`src/shared/wfc_pkg.sv`:
```
// wake frame filter configuration: constants, register map and field layout
// assumes a 7-bit byte register port and one 125 MHz clock
package wfc_pkg;

	localparam int WFC_ADDR_W = 7;
	localparam int WFC_DATA_W = 8;
	localparam int WFC_NREG   = 10;

	// register offsets
	localparam logic [6:0] WFC_OFS_CONTROL         = 7'h20;
	localparam logic [6:0] WFC_OFS_IDENT_MID_HIGH  = 7'h24;
	localparam logic [6:0] WFC_OFS_IDENT_MID_LOW   = 7'h25;
	localparam logic [6:0] WFC_OFS_IDENT_LOW_FLAGS = 7'h26;
	localparam logic [6:0] WFC_OFS_MASK_TOP        = 7'h27;
	localparam logic [6:0] WFC_OFS_MASK_MID_HIGH   = 7'h28;
	localparam logic [6:0] WFC_OFS_MASK_MID_LOW    = 7'h29;
	localparam logic [6:0] WFC_OFS_MASK_LOW        = 7'h2a;
	localparam logic [6:0] WFC_OFS_LENGTH_CODE     = 7'h2b;
	localparam logic [6:0] WFC_OFS_PAYLOAD_BYTE7   = 7'h2c;
	localparam logic [6:0] WFC_OFS_PAYLOAD_BYTE6   = 7'h2d;

	// index of each bank register
	localparam int WFC_IX_IDENT_MID_HIGH  = 0;
	localparam int WFC_IX_IDENT_MID_LOW   = 1;
	localparam int WFC_IX_IDENT_LOW_FLAGS = 2;
	localparam int WFC_IX_MASK_TOP        = 3;
	localparam int WFC_IX_MASK_MID_HIGH   = 4;
	localparam int WFC_IX_MASK_MID_LOW    = 5;
	localparam int WFC_IX_MASK_LOW        = 6;
	localparam int WFC_IX_LENGTH_CODE     = 7;
	localparam int WFC_IX_PAYLOAD_BYTE7   = 8;
	localparam int WFC_IX_PAYLOAD_BYTE6   = 9;

	// tables, highest index first
	localparam logic [WFC_NREG-1:0][6:0] WFC_REG_OFS = {
		WFC_OFS_PAYLOAD_BYTE6, WFC_OFS_PAYLOAD_BYTE7, WFC_OFS_LENGTH_CODE,
		WFC_OFS_MASK_LOW, WFC_OFS_MASK_MID_LOW, WFC_OFS_MASK_MID_HIGH,
		WFC_OFS_MASK_TOP, WFC_OFS_IDENT_LOW_FLAGS, WFC_OFS_IDENT_MID_LOW,
		WFC_OFS_IDENT_MID_HIGH};
	localparam logic [WFC_NREG-1:0][7:0] WFC_REG_WMASK = {
		8'hff, 8'hff, 8'h0f, 8'h7c, 8'hff, 8'hff, 8'hff, 8'h7f, 8'hff, 8'hff};
	localparam logic [WFC_NREG-1:0][7:0] WFC_REG_KEEP = {
		8'hff, 8'hff, 8'h0f, 8'h7c, 8'hff, 8'hff, 8'hff, 8'h7f, 8'hff, 8'hff};
	localparam logic [WFC_NREG-1:0][7:0] WFC_REG_RESET = '0;
	localparam logic [7:0] WFC_CONTROL_RESET = 8'h00;

	// field positions
	localparam int WFC_IDL_IDENT_MSB = 6;
	localparam int WFC_IDL_IDENT_LSB = 2;
	localparam int WFC_IDL_RTR_BIT   = 1;
	localparam int WFC_IDL_IDE_BIT   = 0;
	localparam int WFC_MSKL_MSB      = 6;
	localparam int WFC_MSKL_LSB      = 2;
	localparam int WFC_LEN_MSB       = 3;
	localparam int WFC_CTL_VALID_BIT = 0;

	// length code decode
	localparam logic [3:0] WFC_LEN_PLAIN_MAX = 4'h7;
	localparam logic [3:0] WFC_LEN_FULL      = 4'h8;

endpackage

```
`src/shared/wfc_wr_if.sv`:
```
// wake frame filter configuration: write path shared by the bank registers
// assumes the top drives every signal from the register port and reset inputs
interface wfc_wr_if;
	logic [7:0] wdata;
	logic       soft_clr;
	logic       restart;

	modport drv
	(
		output wdata,
		output soft_clr,
		output restart
	);
	modport rcv
	(
		input  wdata,
		input  soft_clr,
		input  restart
	);
endinterface

```
`src/hdl/wfc_byte_reg.sv`:
```
// wake frame filter configuration: one byte register with write and keep masks
// assumes wr_sel is a one-cycle strobe on the same clock
module wfc_byte_reg
	import wfc_pkg::*;
#(
	parameter logic [7:0] WMASK = 8'hff,
	parameter logic [7:0] KEEP  = 8'hff,
	parameter logic [7:0] RESET = 8'h00
)
(
	input  wire logic       clock,
	input  wire logic       srst,
	input  wire logic       wr_sel,
	wfc_wr_if.rcv           bus,
	output      logic [7:0] q,
	output      logic       changed
);

	logic [7:0] q_q;
	logic [7:0] q_d;
	logic [7:0] wr_val;

	// reserved bits are masked off so they never hold a one
	assign wr_val  = bus.wdata & WMASK;
	assign q_d     = bus.soft_clr ? RESET :
	                 bus.restart  ? (q_q & KEEP) :
	                 wr_sel       ? wr_val : q_q;
	assign changed = wr_sel & (wr_val != q_q);
	assign q       = q_q;

	always_ff @(posedge clock)
	begin
		if (srst)
			q_q <= RESET;
		else
			q_q <= q_d;
	end

endmodule // wfc_byte_reg

```
`src/hdl/wfc_len_decode.sv`:
```
// wake frame filter configuration: length code to data field byte count
// assumes a stored 4-bit code at its input
module wfc_len_decode
	import wfc_pkg::*;
(
	input  wire logic [3:0] code,
	output      logic [3:0] bytes
);

	logic over_plain;

	assign over_plain = code > WFC_LEN_PLAIN_MAX;
	assign bytes      = over_plain ? WFC_LEN_FULL : code;

endmodule // wfc_len_decode

```
`src/hdl/wfc_top.sv`:
```
// wake frame filter configuration bank with its register port
// assumes soft_reset, restart, wake_event and the port come from logic on clock
//
// Operation
// identifier bits 20..13 in one rw byte
// identifier bits 12..5 in one rw byte
// identifier bits 4..0 at 6:2, bit7 reserved
// bit1 selects data frame or remote request
// software keeps remote request flag at zero
// bit0 selects 11-bit or 29-bit identifier
// mask one compares bit, zero ignores it
// three full mask bytes at consecutive addresses
// low mask bits 4..0 at 6:2, others reserved
// reserved bits ignore writes, read zero
// length code is rw bits 3:0
// codes above seven mean eight bytes
// payload bytes seven and six, full rw
// reset clears every bank register
// restart clears reserved bits, keeps the rest
// valid flag clears on change, wake, reset
// standard identifier sits in bits 28..18
// configuration drives stable parallel outputs
module wfc_top
	import wfc_pkg::*;
(
	input  wire logic        clock,
	input  wire logic        srst,
	input  wire logic        soft_reset,
	input  wire logic        restart,
	input  wire logic        wake_event,
	input  wire logic [6:0]  reg_addr,
	input  wire logic [7:0]  reg_wdata,
	input  wire logic        reg_wr,
	input  wire logic        reg_rd,
	output      logic [7:0]  reg_rdata,
	output      logic        config_valid_flag,
	output      logic [7:0]  ident_bits_mid_high,
	output      logic [7:0]  ident_bits_mid_low,
	output      logic [4:0]  ident_bits_low,
	output      logic        remote_request,
	output      logic        ident_extended,
	output      logic        remote_request_misuse,
	output      logic [7:0]  compare_mask_top,
	output      logic [7:0]  compare_mask_mid_high,
	output      logic [7:0]  compare_mask_mid_low,
	output      logic [4:0]  compare_mask_low,
	output      logic [28:0] compare_mask_full,
	output      logic [10:0] compare_mask_std,
	output      logic [3:0]  length_code,
	output      logic [3:0]  payload_length,
	output      logic [7:0]  payload_byte_seven,
	output      logic [7:0]  payload_byte_six
);

	wfc_wr_if wr_bus();

	logic [WFC_NREG-1:0][7:0] reg_q;
	logic [WFC_NREG-1:0]      wr_sel;
	logic [WFC_NREG-1:0]      reg_changed;
	logic                     ctl_wr;
	logic                     cfg_changed;
	logic                     valid_clr;
	logic                     valid_q;
	logic                     valid_d;
	logic [7:0]               control_val;
	logic [7:0]               rd_val;
	logic [7:0]               rdata_q;
	logic [7:0]               rdata_d;
	logic [7:0]               ident_low_flags;
	logic [7:0]               mask_low_reg;
	logic [7:0]               length_reg;

	// address decode, shared by write select and read lookup
	function automatic logic addr_hit
	(
		input logic [6:0] addr,
		input int         ix
	);
		addr_hit = (addr == WFC_REG_OFS[ix]);
	endfunction

	function automatic logic [7:0] rd_lookup
	(
		input logic [6:0]               addr,
		input logic [WFC_NREG-1:0][7:0] regs,
		input logic [7:0]               ctl
	);
		logic [7:0] v;
		v = 8'h00;
		if (addr == WFC_OFS_CONTROL)
			v = ctl;
		for (int i = 0; i < WFC_NREG; i++)
		begin
			if (addr_hit(addr, i))
				v = regs[i];
		end
		rd_lookup = v;
	endfunction

	// write path into the bank
	assign wr_bus.wdata    = reg_wdata;
	assign wr_bus.soft_clr = soft_reset;
	assign wr_bus.restart  = restart;

	genvar gi;
	generate
		for (gi = 0; gi < WFC_NREG; gi++)
		begin : g_bank
			assign wr_sel[gi] = reg_wr & addr_hit(reg_addr, gi);

			// write masks drop reserved bits, keep masks clear them on restart
			wfc_byte_reg #(
				.WMASK (WFC_REG_WMASK[gi]),
				.KEEP  (WFC_REG_KEEP[gi]),
				.RESET (WFC_REG_RESET[gi])
			) u_reg (
				.clock   (clock),
				.srst    (srst),
				.wr_sel  (wr_sel[gi]),
				.bus     (wr_bus.rcv),
				.q       (reg_q[gi]),
				.changed (reg_changed[gi])
			);
		end
	endgenerate

	// configuration valid flag
	// a rewrite with the same value leaves the flag set, so software can
	// refresh the bank without losing validation
	assign ctl_wr      = reg_wr & (reg_addr == WFC_OFS_CONTROL);
	assign cfg_changed = |reg_changed;
	assign valid_clr   = cfg_changed | wake_event | soft_reset | restart;
	// the clear wins over a set in the same cycle: a wake must not leave
	// a stale configuration marked valid
	assign valid_d     = valid_clr ? 1'b0 :
	                     ctl_wr    ? reg_wdata[WFC_CTL_VALID_BIT] : valid_q;

	always_ff @(posedge clock)
	begin
		if (srst)
			valid_q <= WFC_CONTROL_RESET[WFC_CTL_VALID_BIT];
		else
			valid_q <= valid_d;
	end

	assign control_val = {7'h00, valid_q};

	// read path, data stand only in the cycle after the strobe
	assign rd_val  = rd_lookup(reg_addr, reg_q, control_val);
	assign rdata_d = reg_rd ? rd_val : 8'h00;

	always_ff @(posedge clock)
	begin
		if (srst)
			rdata_q <= 8'h00;
		else
			rdata_q <= rdata_d;
	end

	assign reg_rdata = rdata_q;

	// field breakout towards the frame comparator
	assign ident_low_flags = reg_q[WFC_IX_IDENT_LOW_FLAGS];
	assign mask_low_reg    = reg_q[WFC_IX_MASK_LOW];
	assign length_reg      = reg_q[WFC_IX_LENGTH_CODE];

	assign config_valid_flag   = valid_q;
	assign ident_bits_mid_high = reg_q[WFC_IX_IDENT_MID_HIGH];
	assign ident_bits_mid_low  = reg_q[WFC_IX_IDENT_MID_LOW];
	assign ident_bits_low      = ident_low_flags[WFC_IDL_IDENT_MSB:WFC_IDL_IDENT_LSB];
	assign remote_request      = ident_low_flags[WFC_IDL_RTR_BIT];
	assign ident_extended      = ident_low_flags[WFC_IDL_IDE_BIT];

	// flags a configuration that no wake frame can ever match
	assign remote_request_misuse = remote_request;

	assign compare_mask_top      = reg_q[WFC_IX_MASK_TOP];
	assign compare_mask_mid_high = reg_q[WFC_IX_MASK_MID_HIGH];
	assign compare_mask_mid_low  = reg_q[WFC_IX_MASK_MID_LOW];
	assign compare_mask_low      = mask_low_reg[WFC_MSKL_MSB:WFC_MSKL_LSB];

	// a one in the full mask means the comparator checks that bit
	assign compare_mask_full = {compare_mask_top, compare_mask_mid_high,
	                            compare_mask_mid_low, compare_mask_low};

	// standard identifiers use the top eleven positions, not the low ones
	assign compare_mask_std = compare_mask_full[28:18];

	assign length_code = length_reg[WFC_LEN_MSB:0];

	wfc_len_decode u_len
	(
		.code  (length_code),
		.bytes (payload_length)
	);

	assign payload_byte_seven = reg_q[WFC_IX_PAYLOAD_BYTE7];
	assign payload_byte_six   = reg_q[WFC_IX_PAYLOAD_BYTE6];

endmodule // wfc_top

```
`config.mk`:
```
export PLATFORM = sky130hd
export DESIGN_NAME = wfc_top
export DESIGN_NICKNAME = d
export VERILOG_FILES = /design/src/shared/wfc_pkg.sv /design/src/shared/wfc_wr_if.sv /design/src/hdl/wfc_byte_reg.sv /design/src/hdl/wfc_len_decode.sv /design/src/hdl/wfc_top.sv
export SDC_FILE = /design/constraint.sdc
export NUM_CORES = 1
export LEC_CHECK = 0
export ABC_AREA = 1
export ABC_CLOCK_PERIOD_IN_PS = 4100
export BUFFER_PORTS_ARGS = -buffer_cell sky130_fd_sc_hd__clkbuf_2
export CORE_MARGIN = 2
export CORE_UTILIZATION = 45
export DETAILED_ROUTE_END_ITERATION = 16
export HOLD_SLACK_MARGIN = 0.1
export PLACE_DENSITY = 0.65
export SETUP_SLACK_MARGIN = 0.1
export SKIP_LAST_GASP = 1
export SLEW_MARGIN = 20
export SYNTH_ARGS = -nofsm -noshare
export SYNTH_HDL_FRONTEND = slang
export SYNTH_HIERARCHICAL = 1
export SYNTH_SLANG_ARGS = --single-unit
export TNS_END_PERCENT = 20
```
`constraint.sdc`:
```
create_clock -name clock -period 4.1 [get_ports clock]
set_input_delay 0.82 -clock clock [delete_from_list [all_inputs] [get_ports clock]]
set_output_delay 0.82 -clock clock [all_outputs]
set_load 0.01 [all_outputs]
```
==> flow_summary.json, run 1 <==
{
  "rsz0062_at_grt": "false",
  "placed_cell_area_um2": 6650,
  "cp_max_fo": 31,
  "syn-mean-instance-area_um2": 6.40,
  "start_kind": "input port",
  "grtUsageTotal_pct": 23.3,
  "wl_mm": 16.9,
  "worstSkewPairLatency_ns": 0.36,
  "required_ns": 4.38,
  "clock_path_buffers": 2,
  "drive_above_1_share_pct": 28.5,
  "final_util_pct": 50.8,
  "gp_congestion": 0.884,
  "use_met3_pct": 4.68,
  "outcome": "finished, final reports clean",
  "crit_type": "input port to flop",
  "io-pin-count": 148,
  "synthCells": 982,
  "synth_area_um2": 6290,
  "synth-seq-cells": 81,
  "p_sw_share_pct": 24.9,
  "grt-ovfl-total": 0,
  "antenna_found_initial": 0,
  "ys_seq_area_share_pct": 25.8,
  "p_per_area_nw_per_um2": 275,
  "internal_power_mw": 1.44,
  "ctsResizeCount": 0,
  "finClkSkew_ns": 0.00945,
  "viasPerCell": 4.69,
  "fin_area_um2": 7000,
  "final-seq-area_um2": 1620,
  "setup_viol": 0,
  "dp.cells": 1244,
  "period_needed_ns": 2.58,
  "nets": 1097,
  "coreArea_um2": 13800,
  "io_buffers": 147,
  "met2_usage_pct": 35.3,
  "drc": 0,
  "antenna_cells": 0,
  "ant_nets": 0,
  "hpwl_mm": 12.3,
  "cts_root_buf": "clkbuf_16",
  "dr_total_vias": 5911,
  "wire_per_inst_um": 13.4,
  "grt_max_degree": 32,
  "power_frac_comb_pct": 9.3,
  "start_util_pct": 45.6,
  "cts_buffers": 9,
  "synth_cell_types": 33,
  "use_met1_pct": 33.2,
  "drt_iter0_markers": 403,
  "total_power_mw": 1.92,
  "placementRows": 43,
  "h-tree-depth": 3,
  "synth-edff-count": 0,
  "multiInputGateArea_um2": 3370,
  "cts_setup_buffers": 0,
  "cts.hold.buffers_added": 0,
  "dieArea_um2": 14900,
  "drv_slew": 0,
  "dieWidth_um": 122,
  "p_leak_nw": 3.36,
  "setup_tns_ns": 0,
  "first_pass_iters": 5,
  "tightest_slew_ns": 0.829,
  "fin_cells": 1260,
  "first_global_vias": 4957,
  "switchingPower_mw": 0.479,
  "maxSlewHeadroom_pct": 44.7,
  "cp-end-kind": "flop",
  "grt_busiest_layer": "met2",
  "die_y_um": 122,
  "yosysWarnings": 6,
  "ir_drop_mv": 0.169,
  "worstPathArrival_ns": 2.86,
  "areaGrowthSynthToFinish_pct": 11.3,
  "fmax_mhz": 388,
  "hold_class": "flop to flop",
  "synthFlopType": "dfxtp_1",
  "cts_tree": "built",
  "r2r_slack_ns": 2.20,
  "synthArstFlopShare_pct": 0,
  "clk_pin_slew_worst_paths_ns": 0.06,
  "fillers": 1458,
  "grt_pass1_wl_mm": 26.5,
  "maxCapViolCount": 0,
  "finalHoldViolations": 0,
  "power_frac_seq_pct": 41.0,
  "clock-sinks": 81,
  "clkPwrFrac_pct": 49.6,
  "layout_worst_path_cycle_share_pct": 62.9
}
-- worst paths after layout --
| path | start | endpoint | cells after the start |
|---|---|---|---|
| min reg2reg | g_bank[2].u_reg/q[4]$_SDFFE_PP0P_ | g_bank[2].u_reg/q[4]$_SDFFE_PP0P_ | 2 |
| max | reg_addr[4] | g_bank[9].u_reg/q[4]$_SDFFE_PP0P_ | 12 |
| min | g_bank[2].u_reg/q[4]$_SDFFE_PP0P_ | g_bank[2].u_reg/q[4]$_SDFFE_PP0P_ | 2 |
| max reg2reg | g_bank[3].u_reg/q[0]$_SDFFE_PP0P_ | config_valid_flag$_SDFFE_PP0P_ | 10 |
-- cell usage in the layout (no fill, tap or decap), drive strengths merged --
cell / Yosys / final
clkinvlp: 0 / 1
inv: 185 / 185
or2: 17 / 17
clkbuf: 1 / 158
clkinv: 1 / 2
nor3: 5 / 5
nand3: 33 / 33
a21oi: 24 / 24
nor2: 169 / 169
o21ai: 14 / 14
conb: 3 / 8
nor4: 5 / 5
a211oi: 61 / 61
bufinv: 0 / 3
a31oi: 1 / 1
nand2: 300 / 300
nand4: 11 / 11
xnor2: 2 / 2
dfxtp: 81 / 81
-- power by group through the flow --
stage                     logic, mW  registers, mW  clock network (mW)
after detailed placement      0.178          0.806                   0
after global routing          0.202          0.788                1.00
after floorplan               0.124          0.806                   0
after global placement        0.178          0.806                   0
after CTS                     0.180          0.789               0.971
final                         0.180          0.789               0.955
-- sequential cells by signal, summed over array words and instances (netlist names) --
| name | count |
|---|---|
| g_bank.u_reg/q | 72 |
| reg_rdata | 8 |
| config_valid_flag | 1 |
-- critical path: stages --
cell and delay (ns):
clkbuf_2 0.08, inv_2 0.04, nand2_2 0.05, nor2_4 0.53, nand3_2 0.16, nor2_4 0.23
inv_2 0.12, nor2_1 0.13, inv_2 0.07, nor2_4 0.35, nor2_1 0.10, a211oi_2 0.14
-- cell families after synthesis --
group / Yosys count / share of synthesized area [%]
AND/OR/NAND/NOR: 540 / 37.8
XOR/XNOR: 2 / 0.279
buffers and inverters: 256 / 20.9
flip-flops: 81 / 25.8
AO/OA/AOI/OAI: 100 / 15.1
other: 3 / 0.179
-- cells in the mapped netlist (11+ instances only) --
cell        n  area, um^2
buf_6      11         124
nor2_1    138         518
nand3_1    30         150
or2_1      11        68.8
a211oi_2   54         676
nand2_1   286        1070
nor2_4     12         135
inv_1     156         586
nand2_2    14        87.6
nand4_1    11        68.8
buf_4      50         375
dfxtp_1    81        1620
inv_2      29         109
a21oi_1    17        85.1
nor2_2     18         113
-- area by class of cell --
cell class,count,share of cell area [%]
multi-input cells,650,48.2
flip-flops and latches,81,23.2
repair buffers,147,10.5
inverters,186,9.98
clock buffers,11,3.47
well taps,180,3.22
clock inverters,5,1.47
-- through the flow --
step           setup WS (ns)  hold slack (ns)
6_report                1.52            0.533
3_5_place_dp            1.18            0.530
2_1_floorplan           1.91            0.516
4_1_cts                 1.54            0.539
3_3_place_gp            1.19            0.532
5_1_grt                 1.26            0.551
-- layer usage --
layer,wire (um),vias up
met5,0,-
met4,291,0
met3,877,19
met2,7410,167
met1,8350,2599
li1,-,3126
Power figures use the tool's default switching activity.
==> inputs of run 2 (changes only) <==
Settings changed: ABC_CLOCK_PERIOD_IN_PS 4100 to 2300, PLACE_DENSITY 0.65 to 0.67.
Clock period 4.1 ns to 2.3 ns, I/O delays scaled along.
==> flow_summary.json, run 2 (same netlist as run 1, synthesis figures left out) <==
{
  "outcome": "finished, final reports clean",
  "drv_slew": 0,
  "h-tree-depth": 3,
  "cpMaxStageDelayCell": "nor4_1",
  "setup_viol": 0,
  "grt_max_degree": 20,
  "start_kind": "input port",
  "tightest_slew_ns": 0.540,
  "die_y_um": 122,
  "worstPathArrival_ns": 2.25,
  "drc": 0,
  "coreArea_um2": 13800,
  "dp_slack_ns": 0.0258,
  "layout_worst_path_cycle_share_pct": 85.6,
  "dieArea_um2": 14900,
  "cts_root_buf": "clkbuf_16",
  "p_per_area_nw_per_um2": 467,
  "cts_setup_buffers": 0,
  "cp-end-kind": "flop",
  "start_util_pct": 45.6,
  "first_global_vias": 5129,
  "slowest_delay_ns": 0.50,
  "mostFrequentLayoutCells": "nand2_1 (286), inv_1 (156), clkbuf_2 (147), nor2_1 (138), dfxtp_1 (81)",
  "maxSlewHeadroom_pct": 64.0,
  "total_power_mw": 3.34,
  "wire_per_inst_um": 13.5,
  "nets": 1116,
  "placementRows": 43,
  "rsz0062_at_grt": "false",
  "maxCapViolCount": 0,
  "antenna_found_initial": 0,
  "period_needed_ns": 1.97,
  "drt_iter0_markers": 454,
  "viasPerCell": 4.77,
  "p_leak_nw": 3.46,
  "io_buffers": 147,
  "dr_total_vias": 6098,
  "dieWidth_um": 122,
  "ir_drop_mv": 0.357,
  "grtUsageTotal_pct": 23.3,
  "io-pin-count": 148,
  "wl_mm": 17.2,
  "ant_nets": 0,
  "grt-ovfl-total": 0,
  "clock-sinks": 81,
  "hold_class": "input port to flop",
  "cts.hold.buffers_added": 0,
  "hpwl_mm": 13.0,
  "areaGrowthSynthToFinish_pct": 13.7,
  "clk_pin_slew_worst_paths_ns": 0.06,
  "cts_tree": "built",
  "fillers": 1420,
  "cts_buffers": 9,
  "first_pass_iters": 5,
  "largest_register_ffs": 72,
  "required_ns": 2.59,
  "worstSkewPairLatency_ns": 0.36,
  "worstPathCellList": "clkbuf_2, inv_1, nand2_1, nand2_1, nor2_1, nand2_1, nor2_1, nor2_1, nor4_1, nand4_1, nor3_1",
  "ctsResizeCount": 0,
  "finalHoldViolations": 0,
  "setup_ws_ns": 0.332,
  "clock_path_buffers": 2,
  "grt_pass1_wl_mm": 26.5,
  "layout_commonest_cell": "nand2_1",
  "setup_tns_ns": 0,
  "cp_max_fo": 18,
  "finClkSkew_ns": 0.00510,
  "gp_congestion": 0.952,
  "antenna_cells": 0,
  "crit_type": "input port to flop",
  "fmax_mhz": 508,
  "drive_above_1_share_pct": 29.8
}
[run 2: worst max-delay path, delay by kind of cell]
kind | cells | cell delay, ns
buf+inv | 2 | 0.53
simple gates | 9 | 1.26
[run 2: layer usage]
layer	routed length [um]	vias to the layer above	share of wire, %	GRT usage [%]
met5	0	-	0	0
met4	360	0	2.1	9.12
met3	1220	22	7.1	3.28
met2	7660	214	44	36.1
met1	7980	2697	46	32.7
li1	-	3165	-	-
[run 2: metrics by stage]
stage	cells	instance area [um^2]	utilization (%)	hold slack (ns)
finish	1279	7150	51.9	0.467
global route	1279	7150	51.9	0.486
CTS	1279	7150	51.9	0.466
detailed placement	1263	6820	49.5	0.533
global placement	1263	6820	49.5	0.527
floorplan	987	6300	-	0.516
[run 2: area by class of cell]
| class | count | area [um^2] | share of cell area, % |
|---|---|---|---|
| sequential | 81 | 1620 | 22.7 |
| tap | 180 | 225 | 3.15 |
| multi-input combinational | 650 | 3370 | 47.2 |
| inverter | 186 | 698 | 9.77 |
| timing repair buffer | 166 | 903 | 12.6 |
| clock inverter | 1 | 30.0 | 0.420 |
| clock buffer | 15 | 298 | 4.17 |
[run 2: final timing paths]
path                                  endpoint  cells past startpoint  slack (ns)                              start
min reg2reg  g_bank[6].u_reg/q[6]$_SDFFE_PP0P_                      2        0.54  g_bank[6].u_reg/q[6]$_SDFFE_PP0P_
max             config_valid_flag$_SDFFE_PP0P_                     11        0.33                       reg_wdata[4]
max reg2reg     config_valid_flag$_SDFFE_PP0P_                     10        0.41  g_bank[3].u_reg/q[0]$_SDFFE_PP0P_
min          g_bank[8].u_reg/q[1]$_SDFFE_PP0P_                      3        0.47                       reg_wdata[1]
[run 2: power breakdown]
part,leakage [nW],internal [mW],switching (mW)
Clock,0.162,0.990,0.595
Sequential,0.652,1.40,0.00177
Combinational,2.64,0.100,0.245
